[src/core/mcao_pkg.sv]
/*
  Package for the monitor configuration and remote-2 offset register block.
  Assumes an APB master with 32-bit data; registers sit one per aligned word.
*/
package mcao_pkg;
  // ==========================================================
  // Register map (byte addresses = printed index times four)
  localparam logic [7:0]  IDX_R2_OFFSET    = 8'h72;
  localparam logic [7:0]  IDX_CONFIG_TWO   = 8'h73;
  localparam logic [7:0]  IDX_CTRL_OWN     = 8'h80;
  localparam logic [7:0]  IDX_STATUS_OWN   = 8'h81;
  localparam logic [11:0] ADDR_R2_OFFSET   = 12'h1c8;
  localparam logic [11:0] ADDR_CONFIG_TWO  = 12'h1cc;
  localparam logic [11:0] ADDR_CTRL_OWN    = 12'h200;
  localparam logic [11:0] ADDR_STATUS_OWN  = 12'h204;
  // ==========================================================
  // Reset values
  localparam logic [7:0]  RST_R2_OFFSET    = 8'h00;
  localparam logic [7:0]  RST_CONFIG_TWO   = 8'h00;
  localparam logic [7:0]  RST_CTRL_OWN     = 8'h00;
  // ==========================================================
  // Field positions of the configuration register
  localparam int          POS_FAN_SENSE_LO = 0;
  localparam int          NUM_FANS         = 4;
  localparam int          POS_AVG_DIS      = 4;
  localparam int          POS_ATTENUATOR_BYPASS_BYP     = 5;
  localparam int          POS_SINGLE       = 6;
  localparam int          POS_SHUTDOWN     = 7;
  // Own control register: lock, invert, external start, channel select
  localparam int          POS_LOCK         = 0;
  localparam int          POS_INVERT       = 1;
  localparam int          POS_EXT_START    = 2;
  localparam int          POS_CHAN_LO      = 5;
  localparam int          NUM_PWM          = 3;
  localparam logic [2:0]  CHAN_REMOTE2     = 3'h7;
  // ==========================================================
  // Conversion timing in cycles of clk_sys
  localparam logic [7:0]  SINGLE_CHANNEL_MODE_CYC_AVG     = 8'h40;
  localparam logic [7:0]  SINGLE_CHANNEL_MODE_CYC_FAST    = 8'h04;
  localparam logic [31:0] PSLVERR_OFF      = 32'h0000_0000;
  typedef enum logic [1:0] {MCAO_IDLE, MCAO_SCAN, MCAO_SINGLE, MCAO_OFF} mcao_mode_e;
endpackage

[src/core/mcao_offset_add.sv]
/*
  Adds the signed quarter-degree offset to a 10-bit remote-2 reading.
  Assumes reading and offset are both in quarter-degree units.
*/
`timescale 1ns/10ps
module mcao_offset_add (
  input  wire logic              clk_sys,
  input  wire logic              rst_n,
  input  wire logic              raw_valid,
  input  wire logic [9:0]        raw_temp,
  input  wire logic [7:0]        offset,
  output logic                   cor_valid_ff,
  output logic [9:0]             cor_temp_ff
);
  logic [10:0] nxt_sum;
  // ==========================================================
  // Sign-extend the offset; result wraps like the raw register
  always_comb begin
    nxt_sum = {1'b0, raw_temp} + {{3{offset[7]}}, offset};
  end
  always_ff @(posedge clk_sys) begin
    if (!rst_n) begin
      cor_valid_ff <= 1'b0;
      cor_temp_ff  <= 10'h000;
    end else begin
      cor_valid_ff <= raw_valid;
      if (raw_valid) begin
        cor_temp_ff <= nxt_sum[9:0];
      end
    end
  end
endmodule

[src/core/mcao_single_channel_mode_seq.sv]
/*
  Conversion sequencer: round robin over eight channels or one chosen channel.
  Assumes the measurement engine accepts one start pulse per conversion.
*/
`timescale 1ns/10ps
module mcao_single_channel_mode_seq (
  input  wire logic              clk_sys,
  input  wire logic              rst_n,
  input  wire logic              single_mode,
  input  wire logic              averaging_off,
  input  wire logic              halt,
  input  wire logic              ext_start_en,
  input  wire logic              ext_start,
  input  wire logic [2:0]        chan_sel,
  output logic                   single_channel_mode_start_ff,
  output logic [2:0]             single_channel_mode_chan_ff
);
  logic [7:0] wait_ff;
  logic [7:0] nxt_period;
  logic       ext_prev_ff;
  logic       ext_rise;
  logic       tick;
  always_comb begin
    nxt_period = averaging_off ? mcao_pkg::SINGLE_CHANNEL_MODE_CYC_FAST : mcao_pkg::SINGLE_CHANNEL_MODE_CYC_AVG;
    ext_rise   = ext_start & ~ext_prev_ff;
    tick       = (single_mode && ext_start_en) ? ext_rise : (wait_ff == 8'h00);
  end
  always_ff @(posedge clk_sys) begin
    if (!rst_n) begin
      ext_prev_ff <= 1'b0;
    end else begin
      ext_prev_ff <= ext_start;
    end
  end
  // ==========================================================
  // Start pacing and channel stepping
  always_ff @(posedge clk_sys) begin
    if (!rst_n) begin
      wait_ff       <= mcao_pkg::SINGLE_CHANNEL_MODE_CYC_AVG;
      single_channel_mode_start_ff <= 1'b0;
      single_channel_mode_chan_ff  <= 3'h0;
    end else if (halt) begin
      wait_ff       <= nxt_period;
      single_channel_mode_start_ff <= 1'b0;
    end else begin
      single_channel_mode_start_ff <= tick;
      wait_ff       <= tick ? nxt_period - 8'h01 : (wait_ff - 8'h01);
      if (tick) begin
        if (single_mode) begin
          single_channel_mode_chan_ff <= chan_sel;
        end else begin
          single_channel_mode_chan_ff <= single_channel_mode_chan_ff + 3'h1;
        end
      end
    end
  end
endmodule

[src/core/mcao_top.sv]
/*
  Configuration register two and remote-2 temperature offset, on APB.
  Assumes a single synchronous APB master on clk_sys at 20 MHz.
*/
// Function
// - The remote-2 reading has the signed quarter-degree offset added to it.
// - While the lock bit is one, writes to both registers are ignored.
// - Both registers reset to zero.
// - Each of bits 0 to 3 selects two-wire sensing on its fan input when one.
// - Bit 4 turns averaging off so conversions run faster.
// - Bit 5 bypasses the attenuators on four voltage inputs.
// - Bit 6 selects single-channel repeated conversion.
// - In single-channel mode a 3-bit code chooses the input, 7 meaning remote 2.
// - With external start enabled, single-channel conversions start on an external edge.
// - Bit 7 shuts down and drives every PWM output to its fan-off level.
// - In shutdown the current duty readback is zero.
`timescale 1ns/10ps
module mcao_top (
  input  wire logic              clk_sys,
  input  wire logic              rst_n,
  input  wire logic              psel,
  input  wire logic              penable,
  input  wire logic              pwrite,
  input  wire logic [11:0]       paddr,
  input  wire logic [31:0]       pwdata,
  output logic                   pready,
  output logic [31:0]            prdata,
  output logic                   pslverr,
  input  wire logic              raw_valid,
  input  wire logic [9:0]        raw_remote2,
  input  wire logic [7:0]        duty_now,
  input  wire logic [2:0]        pwm_in,
  input  wire logic              ext_start,
  output logic                   cor_valid_ff,
  output logic [9:0]             cor_remote2_ff,
  output logic [3:0]             fan_two_wire_sense_ff,
  output logic                   averaging_disable_ff,
  output logic                   attenuator_bypass_ff,
  output logic                   single_channel_mode_ff,
  output logic                   shutdown_request_ff,
  output logic [2:0]             pwm_out_ff,
  output logic                   single_channel_mode_start_ff,
  output logic [2:0]             single_channel_mode_chan_ff
);
  logic [7:0]  offset_ff;
  logic [7:0]  config_ff;
  logic [7:0]  ctrl_ff;
  logic [31:0] prdata_ff;
  logic        pready_ff;
  logic [31:0] nxt_prdata;
  logic        acc;
  logic        wr;
  logic        locked;
  logic        pwm_output_invert;
  logic [2:0]  pwm_fan_off;
  mcao_pkg::mcao_mode_e mode_ff;

  assign pready  = pready_ff;
  assign prdata  = prdata_ff;
  assign pslverr = mcao_pkg::PSLVERR_OFF[0];

  // ==========================================================
  // APB access: one wait state, answer on second access edge
  // Writes land only on the edge where the master sees pready high
  always_comb begin
    acc               = psel & penable & ~pready_ff;
    wr                = psel & penable & pready_ff & pwrite;
    locked            = ctrl_ff[mcao_pkg::POS_LOCK];
    pwm_output_invert = ctrl_ff[mcao_pkg::POS_INVERT];
    pwm_fan_off       = {mcao_pkg::NUM_PWM{pwm_output_invert}};
  end

  always_ff @(posedge clk_sys) begin
    if (!rst_n) begin
      pready_ff <= 1'b0;
    end else begin
      pready_ff <= acc;
    end
  end

  // ==========================================================
  // Locked registers
  always_ff @(posedge clk_sys) begin
    if (!rst_n) begin
      offset_ff <= mcao_pkg::RST_R2_OFFSET;
      config_ff <= mcao_pkg::RST_CONFIG_TWO;
    end else if (wr && !locked) begin
      if (paddr == mcao_pkg::ADDR_R2_OFFSET) begin
        offset_ff <= pwdata[7:0];
      end
      if (paddr == mcao_pkg::ADDR_CONFIG_TWO) begin
        config_ff <= pwdata[7:0];
      end
    end
  end

  // Own control register; lock is sticky until reset so software cannot undo it
  always_ff @(posedge clk_sys) begin
    if (!rst_n) begin
      ctrl_ff <= mcao_pkg::RST_CTRL_OWN;
    end else if (wr && paddr == mcao_pkg::ADDR_CTRL_OWN) begin
      ctrl_ff <= pwdata[7:0] | {7'h00, locked};
    end
  end

  // ==========================================================
  // Read mux
  always_comb begin
    nxt_prdata = 32'h0000_0000;
    unique case (paddr)
      mcao_pkg::ADDR_R2_OFFSET:  nxt_prdata = {24'h000000, offset_ff};
      mcao_pkg::ADDR_CONFIG_TWO: nxt_prdata = {24'h000000, config_ff};
      mcao_pkg::ADDR_CTRL_OWN:   nxt_prdata = {24'h000000, ctrl_ff};
      mcao_pkg::ADDR_STATUS_OWN: begin
        nxt_prdata = {24'h000000, shutdown_request_ff ? 8'h00 : duty_now};
      end
      default:                   nxt_prdata = 32'h0000_0000;
    endcase
  end

  always_ff @(posedge clk_sys) begin
    if (!rst_n) begin
      prdata_ff <= 32'h0000_0000;
    end else if (acc && !pwrite) begin
      prdata_ff <= nxt_prdata;
    end
  end

  // ==========================================================
  // Configuration fan-out
  always_ff @(posedge clk_sys) begin
    if (!rst_n) begin
      fan_two_wire_sense_ff  <= 4'h0;
      averaging_disable_ff   <= 1'b0;
      attenuator_bypass_ff   <= 1'b0;
      single_channel_mode_ff <= 1'b0;
      shutdown_request_ff    <= 1'b0;
    end else begin
      fan_two_wire_sense_ff  <= config_ff[mcao_pkg::NUM_FANS-1:0];
      averaging_disable_ff   <= config_ff[mcao_pkg::POS_AVG_DIS];
      attenuator_bypass_ff   <= config_ff[mcao_pkg::POS_ATTENUATOR_BYPASS_BYP];
      single_channel_mode_ff <= config_ff[mcao_pkg::POS_SINGLE];
      shutdown_request_ff    <= config_ff[mcao_pkg::POS_SHUTDOWN];
    end
  end

  // PWM outputs forced to fan-off level in shutdown
  always_ff @(posedge clk_sys) begin
    if (!rst_n) begin
      pwm_out_ff <= 3'h0;
    end else if (config_ff[mcao_pkg::POS_SHUTDOWN]) begin
      pwm_out_ff <= pwm_fan_off;
    end else begin
      pwm_out_ff <= pwm_in ^ pwm_fan_off;
    end
  end

  // Mode tracker, for visibility only; no assertion reads it
  always_ff @(posedge clk_sys) begin
    if (!rst_n) begin
      mode_ff <= mcao_pkg::MCAO_IDLE;
    end else begin
      // Shutdown outranks single mode; both bits may be set together
      if (shutdown_request_ff) begin
        mode_ff <= mcao_pkg::MCAO_OFF;
      end else if (single_channel_mode_ff) begin
        mode_ff <= mcao_pkg::MCAO_SINGLE;
      end else begin
        mode_ff <= mcao_pkg::MCAO_SCAN;
      end
    end
  end

  // ==========================================================
  // Submodules
  mcao_offset_add u_add (
    .clk_sys      (clk_sys),
    .rst_n        (rst_n),
    .raw_valid    (raw_valid),
    .raw_temp     (raw_remote2),
    .offset       (offset_ff),
    .cor_valid_ff (cor_valid_ff),
    .cor_temp_ff  (cor_remote2_ff)
  );

  mcao_single_channel_mode_seq u_seq (
    .clk_sys       (clk_sys),
    .rst_n         (rst_n),
    .single_mode   (single_channel_mode_ff),
    .averaging_off (averaging_disable_ff),
    .halt          (shutdown_request_ff),
    .ext_start_en  (ctrl_ff[mcao_pkg::POS_EXT_START]),
    .ext_start     (ext_start),
    .chan_sel      (ctrl_ff[mcao_pkg::POS_CHAN_LO +: 3]),
    .single_channel_mode_start_ff (single_channel_mode_start_ff),
    .single_channel_mode_chan_ff  (single_channel_mode_chan_ff)
  );

  // ==========================================================
  // Assertions
  lock_blocks_a: assert property (@(posedge clk_sys) disable iff (!rst_n)
    (locked && wr) |=> $stable(offset_ff) && $stable(config_ff))
    else $error("Write changed a locked register");

  write_lands_a: assert property (@(posedge clk_sys) disable iff (!rst_n)
    (wr && !locked && paddr == mcao_pkg::ADDR_CONFIG_TWO) |=> config_ff == $past(pwdata[7:0]))
    else $error("Unlocked config write lost");

  shutdown_request_pwm_a: assert property (@(posedge clk_sys) disable iff (!rst_n)
    config_ff[mcao_pkg::POS_SHUTDOWN] ##1 config_ff[mcao_pkg::POS_SHUTDOWN]
      |-> pwm_out_ff == {3{$past(pwm_output_invert)}})
    else $error("PWM not at fan-off level in shutdown");

  shutdown_request_duty_a: assert property (@(posedge clk_sys) disable iff (!rst_n)
    (acc && !pwrite && paddr == mcao_pkg::ADDR_STATUS_OWN && shutdown_request_ff)
      |=> prdata_ff == 32'h0000_0000)
    else $error("Duty readback not zero in shutdown");

  single_chan_a: assert property (@(posedge clk_sys) disable iff (!rst_n)
    (single_channel_mode_ff && !shutdown_request_ff && $stable(ctrl_ff)) ##1 single_channel_mode_start_ff
      |-> single_channel_mode_chan_ff == $past(ctrl_ff[mcao_pkg::POS_CHAN_LO +: 3]))
    else $error("Single mode converted wrong channel");

  cfg_fanout_a: assert property (@(posedge clk_sys) disable iff (!rst_n)
    ##1 fan_two_wire_sense_ff == $past(config_ff[3:0]) && attenuator_bypass_ff == $past(config_ff[5]))
    else $error("Fan sense or bypass not following config");

  offset_add_a: assert property (@(posedge clk_sys) disable iff (!rst_n)
    (raw_valid && $stable(offset_ff)) |=> cor_remote2_ff
      == 10'($past(raw_remote2) + {{2{$past(offset_ff[7])}}, $past(offset_ff)}))
    else $error("Offset not applied to remote-2 reading");

  apb_answer_a: assert property (@(posedge clk_sys) disable iff (!rst_n)
    (psel && penable && !pready_ff) |=> pready_ff ##1 !pready_ff)
    else $error("APB answer not one cycle after access");

  avg_fast_a: assert property (@(posedge clk_sys) disable iff (!rst_n)
    (averaging_disable_ff && !single_channel_mode_ff && single_channel_mode_start_ff
      && $stable(averaging_disable_ff)) |-> ##[1:4] single_channel_mode_start_ff || shutdown_request_ff
      || !averaging_disable_ff || single_channel_mode_ff)
    else $error("Fast conversion pace not kept");
endmodule

[config.mk]
export PLATFORM = sky130hd
export DESIGN_NAME = mcao_top
export DESIGN_NICKNAME = d
export VERILOG_FILES = /design/src/core/mcao_pkg.sv /design/src/core/mcao_offset_add.sv /design/src/core/mcao_single_channel_mode_seq.sv /design/src/core/mcao_top.sv
export SDC_FILE = /design/constraint.sdc
export NUM_CORES = 1
export LEC_CHECK = 0
export BUFFER_PORTS_ARGS = -buffer_cell sky130_fd_sc_hd__buf_2
export CAP_MARGIN = 20
export CELL_PAD_IN_SITES_DETAIL_PLACEMENT = 0
export CELL_PAD_IN_SITES_GLOBAL_PLACEMENT = 2
export CORE_AREA = 2 2 120 122
export DETAILED_ROUTE_END_ITERATION = 8
export DIE_AREA = 0 0 122 124
export HOLD_SLACK_MARGIN = 0.06
export PLACE_DENSITY_LB_ADDON = 0.1
export SLEW_MARGIN = 20
export SYNTH_ARGS = -nofsm -noshare
export SYNTH_HDL_FRONTEND = slang
export SYNTH_HIERARCHICAL = 1
export SYNTH_SLANG_ARGS = --single-unit
[constraint.sdc]
create_clock -name clk_sys -period 1.75 [get_ports clk_sys]
set_clock_uncertainty 0.1 [all_clocks]
set_input_delay 0.2625 -clock clk_sys [delete_from_list [all_inputs] [get_ports clk_sys]]
set_output_delay 0.2625 -clock clk_sys [all_outputs]
set_load 0.05 [all_outputs]
== Word-level counts from Yosys, hierarchy flattened ==
Cells that the tools add are included.
Word-level totals
  logic and storage cells: 55
  flip-flop bits (word level): 92
  output and inout port bits: 60
  input bits: 72
Cells by class
  bitwise logic cells: 11
  equal/unequal tests: 4
  add/subtract/negate cells: 4
  reductions and logical operators: 11
  mux-type cells: 8
Operators by type and width (count)
  $pmux 8 s4: 1
  $eq 12x10->1 const B: 2
  $eq 12x9->1 const B: 2
  $mux 8: 3
  $sub 8x1->8 const B: 2
  $add 10x10->10: 1
  $logic_not 8->1: 1
  $or 8x1->8: 1
  $mux 7: 1
  $mux 3: 2
  $reduce_and 2->1: 3
  $and 1x1->1: 5
  $logic_and 1x1->1: 4
  $not 1->1: 4
  $add 3x1->3 const B: 1
  $xor 3x3->3: 1
  $logic_not 1->1: 2
  $reduce_or 2->1: 1
  $mux 1: 1

== Longest topological paths before layout ==
Gate-level depths: netlist of run 1.
  depth in word-level cells: 5
  depth in mapped cells: 8
  mapped depth without buffers: 8

== By module ==
Netlist of run 1, hierarchy kept.
By module, submodules not included
  mcao_top: area an instance 2016.9 um2, sequential area each 880.8 um2, cells each 215, times used 1
  mcao_offset_add: area an instance 767.0 um2, sequential area each 220.2 um2, cells each 87, times used 1
  mcao_single_channel_mode_seq: area an instance 745.7 um2, sequential area each 260.2 um2, cells each 84, times used 1

== Least setup slack after synthesis of run 1 ==
Ideal clock, no wire load.
  kind: register -> register
  from: register single_channel_mode_ff
  to: register u_seq.wait_ff[2]
  setup slack: -0.516 ns
  cell stages (with the launch flop): 8
  arrival time: 2.046 ns
  clock period less this slack: 2.266 ns
  cell sequence: dfxtp_1 -> buf_6 -> nand4b_1 -> nand2_1 -> ha_1 -> o21ai_0 -> a211o_1 -> o31a_1
Between the ends
  cells in the longest elaborated chain, start to end: 4
RTL lines
  start: declaration: line mcao_top.sv:39  | output logic single_channel_mode_ff,
  start signal: assignment: line mcao_top.sv:142  | single_channel_mode_ff <= config_ff[mcao_pkg::POS_SINGLE];
  $logic_and 1x1->1: line mcao_single_channel_mode_seq.sv:26  | tick = (single_mode && ext_start_en) ? ext_rise : (wait_ff == 8'h00);
  $mux 1: line mcao_single_channel_mode_seq.sv:26
  $mux 8: line mcao_single_channel_mode_seq.sv:47  | wait_ff <= tick ? nxt_period - 8'h01 : (wait_ff - 8'h01);
  $mux 8: line mcao_single_channel_mode_seq.sv:42  | end else if (halt) begin
  end signal: assignment: line mcao_single_channel_mode_seq.sv:39  | wait_ff <= mcao_pkg::SINGLE_CHANNEL_MODE_CYC_AVG;
  end signal: assignment: line mcao_single_channel_mode_seq.sv:43  | wait_ff <= nxt_period;
  end signal: assignment: line mcao_single_channel_mode_seq.sv:47
  end: declaration: line mcao_single_channel_mode_seq.sv:18  | logic [7:0] wait_ff;
No other way between the ends.
A chain may end at the register's enable or synchronous reset.

== Worst setup path in the final report of run 1 ==
  from: register offset_ff[0]
  to: register u_add.cor_temp_ff[4]
Between the ends
  cells in the longest elaborated chain, start to end: 1
RTL lines
  start: declaration: line mcao_top.sv:45  | logic [7:0] offset_ff;
  start signal: assignment: line mcao_top.sv:85  | offset_ff <= mcao_pkg::RST_R2_OFFSET;
  start signal: assignment: line mcao_top.sv:89  | offset_ff <= pwdata[7:0];
  $add 10x10->10: line mcao_offset_add.sv:19  | nxt_sum = {1'b0, raw_temp} + {{3{offset[7]}}, offset};
  end signal: assignment: line mcao_offset_add.sv:28  | cor_temp_ff <= nxt_sum[9:0];
  end: declaration: line mcao_offset_add.sv:13  | output logic [9:0] cor_temp_ff
No other way between the ends.

==> qor.yml, run 1 <==
sta:
  fmax_ghz: 0.5663
  min_period_ns: 1.766
  slew_violations: 0
  setup_viol: 3
  max_slew.worst_pin.slew_ns: 0.5614
  hold_slack_ns: 0.08121
  fin_ws_ns: -0.01579
  fin_crit_sh_pct: 100.9
  hold_viol: 0
  maxSlewHeadroom_pct: 62.49
  rsz0062_at_grt: "true"
cts:
  root_buffer: "clkbuf_16"
  clk_pin_slew_ns: 0.06
  htreeDepth: 3
  clk_latency_ns: 0.34
  clock-sinks: 68
  cts_tree: "yes"
  cts_buffer_depth: 2
  numCtsBuffers: 9
die:
  boundaryPins: 132
  die_area_sq_mm: 0.01513
  design.core.area_sq_mm: 0.01372
  start_util_pct: 25.73
  row_count: 43
  fp.dieW_microns: 122
  die_h_microns: 124
place:
  place_ws_ns: -0.1399
  place_congestion: 0.7526
  placed_area_sq_mm: 0.004357
  dp_hpwl_microns: 7646
  io_buffers: 82
  dp_cells: 670
final_layout:
  insertedDiodeCount: 0
  final_cell_area_sq_mm: 0.004818
  drive_gt1_share_pct: 35.87
  area_growth_pct: 36.51
  fin_cells: 693
  fin_nets: 592
worst_setup_path:
  worstPathRequired_ns: 1.93
  critPathLaunchType: "flip-flop"
  crit_fanout: 3
  end_kind: "flip-flop"
  criticalPathCategory: "flip-flop to flip-flop"
  cp.arrival_ns: 1.94
global_route:
  grt_util_all_layers_pct: 13.70
  grt-ovfl-total: 0
  grt_max_degree: 38
  grt_pass1_vias: 2980
  antenna_found_initial: 0
  grt_pass1_wl_microns: 15440
synthesis:
  syn_inst: 386
  synth-edff-count: 0
  synth_ff_type: "dfxtp_1"
  ys_types: 62
  avgSynthCellArea_sq_um: 9.144
  netlist_area_sq_mm: 0.003530
  ys_seq_area_share_pct: 38.57
  synth-seq-cells: 68
  async_reset_ff_share_pct: 0
  yosysWarnings: 6
power:
  ir_worst_vdd_mv: 0.3817
  powerDensity_mw_per_mm2: 912.7
  power_w: 0.004398
  p_leak_nw: 2.265
drt:
  drt-total-wl_microns: 10090
  dr.pass1.iters: 4
  drc: 0
  detail_route.wl_per_cell_microns: 14.56
  drt-initial-drc-count: 136
  vias: 3020
  ant_nets: 0
  avgViaCountPerCell: 4.358
run:
  drv_cap: 0
run_status:
  status: "finished with violations"
  violations: "negative setup slack"
min_path:
  min_path_type: "primary input to flip-flop"
==> final timing paths <==
check	startpoint	to	slack (ns)	cells after the start
worst max-delay path	offset_ff[0]	u_add/cor_temp_ff[4]	-0.02	8
worst min register to register	config_ff[6]	single_channel_mode_ff	0.34	2
worst min-delay path	ext_start	u_seq/ext_prev_ff	0.08	2
worst max register to register	offset_ff[0]	u_add/cor_temp_ff[4]	-0.02	8
==> sequential cells by signal, indices dropped and copies added (netlist names) <==
register                            flops
prdata                                  8
config_ff                               8
pwm_out_ff                              3
ctrl_ff                                 8
single_channel_mode_ff                  1
shutdown_request_ff                     1
pready                                  1
attenuator_bypass_ff                    1
offset_ff                               8
u_seq/ext_prev_ff                       1
u_add/cor_valid_ff                      1
averaging_disable_ff                    1
u_seq/single_channel_mode_start_ff      1
u_seq/single_channel_mode_chan_ff       3
u_seq/wait_ff                           8
fan_two_wire_sense_ff                   4
u_add/cor_temp_ff                      10
==> logic make-up (layout without fill, tap and decap cells) <==
kind of cell,Yosys count,in the layout,synth area share [%]
AND/OR/NAND/NOR,122,122,18.72
buffers and inverters,60,163,9.925
other,1,25,0.1062
adder cells (fa/ha/maj),12,12,4.466
flip-flops,68,68,38.57
multiplexers,35,35,10.21
XOR/XNOR,12,12,2.978
AO/OA/AOI/OAI,76,76,15.03
==> cell type report <==
| class | count | area, sq um |
|---|---|---|
| Clock buffer | 10 | 239.0 |
| Clock inverter | 6 | 87.58 |
| Fill cell | 1482 | 8901 |
| Inverter | 20 | 75.07 |
| Timing Repair Buffer | 127 | 802.0 |
| Multi-Input combinational cell | 282 | 2018 |
| Tap cell | 180 | 225.2 |
| Sequential cell | 68 | 1371 |
==> layer usage <==
| layer | share of wire, % | up-vias | wire [microns] | track usage, % |
|---|---|---|---|---|
| li1 | - | 1550 | - | - |
| met1 | 45 | 1391 | 4527 | 16.62 |
| met2 | 49 | 74 | 4896 | 23.11 |
| met3 | 5.6 | 5 | 567 | 4.762 |
| met4 | 0.96 | 0 | 97 | 3.664 |
| met5 | 0 | - | 0 | 0 |
==> cell usage in the layout (no fill, tap or decap), types with 9 or more instances in the layout <==
master,synthesis,layout
xnor2_1,9,9
o21ai_1,11,13
buf_4,27,40
a22oi_1,9,9
inv_1,19,18
buf_2,1,82
mux2i_1,27,27
conb_1,1,25
a21oi_1,13,10
nor2_1,13,13
clkbuf_16,0,9
dfxtp_1,68,64
nand2_1,54,52
==> power by group <==
part           switching [W]  total [W]  leakage, nW  internal (W)
clock               0.000729    0.00202        0.162       0.00129
sequential         0.0000608    0.00167        0.556       0.00161
combinational       0.000443   0.000716         1.55      0.000273
total                0.00123    0.00440         2.27       0.00316
==> critical path, stage by stage (launching register included) <==
cell and delay (ns):
dfxtp_4 0.38, ha_4 0.13, inv_2 0.03, fa_2 0.33, nand2b_4 0.15, a21oi_4 0.20, xor2_1 0.19, mux2i_1 0.09
nor2b_1 0.10
==> synth_stat cells, types with 5 or more instances <==
| cell type | count | area (sq um) |
|---|---|---|
| nor2b_1 | 7 | 43.79 |
| nand2_1 | 54 | 202.7 |
| nor2_1 | 13 | 48.80 |
| o21ai_0 | 10 | 50.05 |
| a22o_1 | 7 | 61.31 |
| xnor2_1 | 9 | 78.83 |
| a21oi_1 | 13 | 65.06 |
| nand2b_1 | 6 | 37.54 |
| clkbuf_1 | 6 | 22.52 |
| a22oi_1 | 9 | 67.56 |
| o21ai_1 | 11 | 55.05 |
| buf_4 | 27 | 202.7 |
| mux2i_1 | 27 | 270.3 |
| nor3_1 | 5 | 25.02 |
| mux2_2 | 8 | 90.09 |
| dfxtp_1 | 68 | 1361 |
| nand3b_1 | 7 | 52.55 |
| ha_1 | 11 | 137.6 |
| inv_1 | 19 | 71.32 |
==> per-stage QoR <==
stage,utilization (%),TNS (ns)
after detailed placement,31.76,-2.369
after CTS,34.66,-0.03289
after global placement,31.76,-1.994
after floorplan,-,-0.2518
final,35.12,-0.02275
after global routing,35.12,-0.4606
==> repair_timing <==
item                                    CTS  global route
buffers inserted                          4             3
endpoints found under the setup margin    5            12
gates resized for setup                   9             9
gates cloned                              0             0
pin swaps                                 8             9
hold buffers                              0             0
Power figures use the tool's default switching activity.
==> run 2, diff against run 1 <==
CORE_AREA = 2 2 116 118   (was 2 2 120 122)
DIE_AREA = 0 0 118 120   (was 0 0 122 124)
clock period = 1.7 ns   (was 1.75 ns; I/O delays follow)
==> run 2 against run 1 <==
  * Cell count up 0.43%
  * Utilization up 3.1 points
  * Clock power shrank 6%
  * Fmax shrank 0.86%
  * The run still ends with negative setup slack left
  * Non-clock buffer count grew 8
  * Routed wire length decreased by 1.8%
  * Worst hold slack better by 0.031 ns
==> qor.yml, run 2 (synthesized netlist as in run 1, its figures left out) <==
run_status:
  status: "finished with violations"
  violations: "negative setup slack"
cts:
  cts_tree: "yes"
  clock-sinks: 68  # unchanged
  htreeDepth: 3  # unchanged
  root_buffer: "clkbuf_16"
  cts_buffer_depth: 2  # unchanged
  clk_latency_ns: 0.34  # about the same
  clk_pin_slew_ns: 0.06  # about the same
  numCtsBuffers: 9  # unchanged
power:
  power_w: 0.004368  # -0.67%
  p_leak_nw: 2.316  # +2.3%
  ir_worst_vdd_mv: 0.3752  # -1.7%
  powerDensity_mw_per_mm2: 881.0  # -3.5%
drt:
  detail_route.wl_per_cell_microns: 14.23  # -2.2%
  avgViaCountPerCell: 4.445  # +2.0%
  drt-initial-drc-count: 87  # -36%
  vias: 3094  # +2.5%
  drc: 0  # unchanged
  drt-total-wl_microns: 9903  # -1.8%
  ant_nets: 0  # unchanged
  dr.pass1.iters: 4  # unchanged
sta:
  setup_viol: 4  # +1
  hold_slack_ns: 0.1126  # +0.03144 ns
  min_period_ns: 1.781  # +0.01524 ns
  slew_violations: 0  # unchanged
  fin_ws_ns: -0.08103  # -0.06524 ns
  hold_viol: 0  # unchanged
  max_slew.worst_pin.slew_ns: 0.5575  # -0.003905 ns
  fin_crit_sh_pct: 104.8  # +3.9 points
  rsz0062_at_grt: "true"
  fmax_ghz: 0.5615  # -0.86%
  maxSlewHeadroom_pct: 62.75  # +0.26 points
worst_setup_path:
  r2r_slack_ns: -0.08  # -0.07 ns
  crit_fanout: 4  # +1
  r2r-start: "u_seq/ext_prev_ff"
  crit_start: "u_seq/ext_prev_ff"
  critPathLaunchType: "flip-flop"
  end_kind: "flip-flop"
  criticalPathCategory: "flip-flop to flip-flop"
  cp.arrival_ns: 1.95  # about the same
  worstPathRequired_ns: 1.87  # -0.06 ns
final_layout:
  largest_reg_flops: 10  # unchanged
  drive_gt1_share_pct: 39.42  # +3.6 points
  fin_nets: 600  # +1.4%
  final_common_cell: "buf_2"
  fin_cells: 696  # +0.43%
  insertedDiodeCount: 0  # unchanged
  fin_util_pct: 38.20  # +3.1 points
  largest-register: "u_add/cor_temp_ff"
  mostFrequentLayoutCells: "buf_2, dfxtp_1, nand2_1, buf_4, mux2i_1"
  area_growth_pct: 40.48
global_route:
  grt-ovfl-total: 0  # unchanged
  grt_pass1_wl_microns: 15700  # +1.7%
  antenna_found_initial: 0  # unchanged
  grt_pass1_vias: 3134  # +5.2%
  grt_max_degree: 19  # -50%
  grt_util_all_layers_pct: 14.45  # +0.76 points
min_path:
  min-delay-start: "penable"
  min_path_type: "primary input to flip-flop"
place:
  dp_cells: 675  # +0.75%
  place_congestion: 0.7352  # -2.3%
  dp_hpwl_microns: 7505  # -1.8%
  io_buffers: 82  # unchanged
die:
  start_util_pct: 27.19  # +1.5 points
  die_h_microns: 120  # -3.2%
  design.core.area_sq_mm: 0.01298  # -5.4%
  fp.dieW_microns: 118  # -3.3%
  row_count: 42  # -2.3%
  die_area_sq_mm: 0.01416  # -6.4%
  boundaryPins: 132  # unchanged
run:
  drv_cap: 0  # unchanged
[run 2: where the power goes]
part           switching [W]  internal [W]  total (W)
combinational       0.000475      0.000295   0.000770
sequential         0.0000547       0.00166    0.00171
clock               0.000682       0.00121    0.00189
total                0.00121       0.00316    0.00437
[run 2: timing repair]
action	in CTS	in global routing
buffers inserted	4	3
resized for setup	8	30
endpoints found under the setup margin	9	13
hold buffers	1	0
gates cloned	0	0
pin swaps	16	17
hold endpoints to repair	1	0
[run 2: worst max-delay path, cell delays in order (launching register included)]
cell	delay [ns]
dfxtp_2	0.31
nand4b_1	0.27
nand2_2	0.14
ha_4	0.16
buf_4	0.12
nand2b_4	0.05
or3_4	0.32
a21oi_2	0.13
a211o_1	0.12
[run 2: per-layer routing]
metal / share of wire (%) / track usage, % / vias up
li1: - / - / 1568
met1: 44 / 16.89 / 1454
met4: 1.2 / 5.422 / 0
met5: 0 / 0 / -
met2: 51 / 25.25 / 61
met3: 3.6 / 3.945 / 11
[run 2: through the flow]
step                      cell area (sq um)  setup WS, ns  TNS [ns]
after floorplan                        3692       -0.2303   -0.3518
after global placement                 4438       -0.1581    -3.470
after detailed placement               4438       -0.2233    -4.329
after CTS                              4788      -0.08434   -0.1725
after global routing                   4959       -0.1676   -0.6877
final                                  4959      -0.08103   -0.2178
[run 2: path summary, 6_finish.rpt]
check | depth (start not counted) | endpoint
worst max-delay path | 8 | u_seq/wait_ff[6]
worst min-delay path | 2 | pready
worst max register to register | 8 | u_seq/wait_ff[6]
worst min register to register | 2 | single_channel_mode_ff
[run 2: area by class of cell]
cell class,instances,area (sq um)
clock inverters,2,35.03
clock buffers,13,260.3
repair buffers,135,863.3
flip-flops and latches,68,1379
fillers,1385,8021
inverters,20,75.07
well taps,176,220.2
multi-input cells,282,2126
==> run 3, diff against run 2 <==
SETUP_SLACK_MARGIN = 0.1   (was unset)
==> run 3 against run 2 <==
  * The run still ends with negative setup slack left
  * Cell count unchanged
  * Sequential share of layout area down 0.47 points
  * Non-clock buffer count down 2
  * Cell area up 2.6%
  * Critical path type unchanged
  * Sequential power about the same
  * Combinational power up 7.4%
  * Global-route usage up 0.22 points
  * Count of clock-buffer cells in the layout down 3
  * Critical endpoint is now u_seq/wait_ff[2]
==> qor.yml, run 3 (synthesized netlist as in run 1, its figures left out) <==
cts:
  cts_buffer_depth: 2  # unchanged
  numCtsBuffers: 9  # unchanged
  root_buffer: "clkbuf_16"
  clock-sinks: 68  # unchanged
  cts_hold_buf: 0  # -1
  clk_pin_slew_ns: 0.06  # about the same
  clk_latency_ns: 0.34  # about the same
  cts_tree: "yes"
  htreeDepth: 3  # unchanged
global_route:
  antenna_found_initial: 0  # unchanged
  grt_util_all_layers_pct: 14.67  # +0.22 points
  grt-ovfl-total: 0  # unchanged
  grt_max_degree: 31  # +12
  grt_pass1_vias: 3145  # +0.35%
  grt_pass1_wl_microns: 16010  # +2.0%
run_status:
  violations: "negative setup slack"
  status: "finished with violations"
sta:
  min_period_ns: 1.747  # -0.03393 ns
  slew_violations: 0  # unchanged
  maxSlewHeadroom_pct: 61.49  # -1.3 points
  fin_crit_sh_pct: 102.8  # -2.0 points
  hold_viol: 0  # unchanged
  max_slew.worst_pin.slew_ns: 0.5765  # +0.01893 ns
  setup_viol: 2  # -2
  hold_slack_ns: 0.1115  # -0.001116 ns
  rsz0062_at_grt: "true"
  fmax_ghz: 0.5724  # +1.9%
  fin_ws_ns: -0.04710  # +0.03393 ns
worst_setup_path:
  worst-r2r-cell-count: 7  # -1
  worstPathRequired_ns: 1.82  # -0.05 ns
  crit_path_top_delay_cell: "dfxtp_4"
  rr_endpoint: "u_seq/wait_ff[2]"
  criticalPathCategory: "flip-flop to flip-flop"
  crit_chain: "nand4b_1 > nand2_1 > ha_4 > or2b_1 > a211oi_2 > a211o_1 > o31a_1"
  crit_fanout: 5  # +1
  r2r_slack_ns: -0.05  # +0.03 ns
  critPathLaunchType: "flip-flop"
  cpPeakStageDelay_ns: 0.34  # +0.02 ns
  end_kind: "flip-flop"
  r2r-start: "single_channel_mode_ff"
  cp.arrival_ns: 1.87  # -0.08 ns
min_path:
  min-delay-start: "pwdata[1]"
  holdPathEnd: "offset_ff[1]"
  min_path_type: "primary input to flip-flop"
  min_path_cells: 3  # +1
power:
  ir_worst_vdd_mv: 0.5032  # +34%
  power_w: 0.004591  # +5.1%
  powerDensity_mw_per_mm2: 902.0  # +2.4%
  p_leak_nw: 2.325  # +0.37%
die:
  die_h_microns: 120  # unchanged
  start_util_pct: 27.19  # unchanged
  boundaryPins: 132  # unchanged
  fp.dieW_microns: 118  # unchanged
  design.core.area_sq_mm: 0.01298  # unchanged
  die_area_sq_mm: 0.01416  # unchanged
  row_count: 42  # unchanged
drt:
  drt-initial-drc-count: 158  # +82%
  vias: 3117  # +0.74%
  ant_nets: 0  # unchanged
  avgViaCountPerCell: 4.478  # +0.74%
  drc: 0  # unchanged
  detail_route.wl_per_cell_microns: 14.43  # +1.4%
  drt-total-wl_microns: 10050  # +1.4%
  dr.pass1.iters: 6  # +2
place:
  dp_hpwl_microns: 7410  # -1.3%
  place_ws_ns: -0.1365  # +0.08674 ns
  place_congestion: 0.7453  # +1.4%
  io_buffers: 82  # unchanged
final_layout:
  largest-register: "u_add/cor_temp_ff"
  area_growth_pct: 44.20
  fin_nets: 599  # -0.17%
  drive_gt1_share_pct: 41.54  # +2.1 points
  final_common_cell: "buf_2"
  mostFrequentLayoutCells: "buf_2, dfxtp_1, nand2_1, buf_4, mux2i_1"
  largest_reg_flops: 10  # unchanged
  insertedDiodeCount: 0  # unchanged
run:
  drv_cap: 0  # unchanged
## run 3: cell types whose count changed in the layout (fill, tap and decap cells not counted), sizes merged
cell         delta
dlygate4sd3     -1
bufinv          +1
clkinvlp        +3
a31oi           +1
buf             -2
clkbuf          -2
## run 3: what timing repair did
action | 4_1_cts | 5_1_grt
setup buffers | 3 | 5
endpoints found under the setup margin | 23 | 24
gates cloned | 1 | 0
resized for setup | 26 | 29
pin swaps | 16 | 17
## run 3: final cells by class
type	count	area [sq um]
Clock buffer	10	239.0
Clock inverter	6	87.58
Fill cell	1373	7890
Inverter	20	75.07
Multi-Input combinational cell	283	2198
Sequential cell	68	1391
Tap cell	176	220.2
Timing Repair Buffer	133	878.3
## run 3: power breakdown
part	internal (W)	total [W]	switching [W]	leakage (nW)
clock	0.00132	0.00206	0.000738	0.151
sequential	0.00165	0.00171	0.0000568	0.560
combinational	0.000323	0.000827	0.000503	1.61
total	0.00329	0.00459	0.00130	2.32
## run 3: worst max path at each step
stage                           startpoint               end  slack, ns  depth (start not counted)
finish              single_channel_mode_ff  u_seq/wait_ff[2]      -0.05                          7
CTS                      u_seq/ext_prev_ff  u_seq/wait_ff[6]      -0.04                          8
floorplan           single_channel_mode_ff  u_seq/wait_ff[2]      -0.23                          7
global placement                  paddr[5]      config_ff[7]      -0.09                          6
detailed placement                paddr[5]      config_ff[6]      -0.14                          6
global route             u_seq/ext_prev_ff  u_seq/wait_ff[6]      -0.11                          8
## run 3: stage by stage
step	utilization, %	instances	instance area, sq um	TNS, ns
floorplan	-	410	3716	-0.3518
global placement	34.27	672	4448	-1.721
detailed placement	34.27	672	4448	-2.006
CTS	38.01	692	4933	-0.08644
global route	39.21	696	5090	-0.6139
finish	39.21	696	5090	-0.07549
## run 3: worst max-delay path: cells and delay by family, from the launching register on
| family | cells | cell delay, ns |
|---|---|---|
| AO/OA/AOI/OAI | 3 | 0.56 |
| AND/OR/NAND/NOR | 3 | 0.44 |
| flip-flops | 1 | 0.34 |
| adder cells (fa/ha/maj) | 1 | 0.19 |
## run 3: per-layer routing
metal / up-vias / track usage, % / wire (microns)
met2: 79 / 24.31 / 4765
met1: 1447 / 18.27 / 4647
li1: 1580 / - / -
met3: 11 / 3.375 / 477
met4: 0 / 6.325 / 156
met5: - / 0 / 0
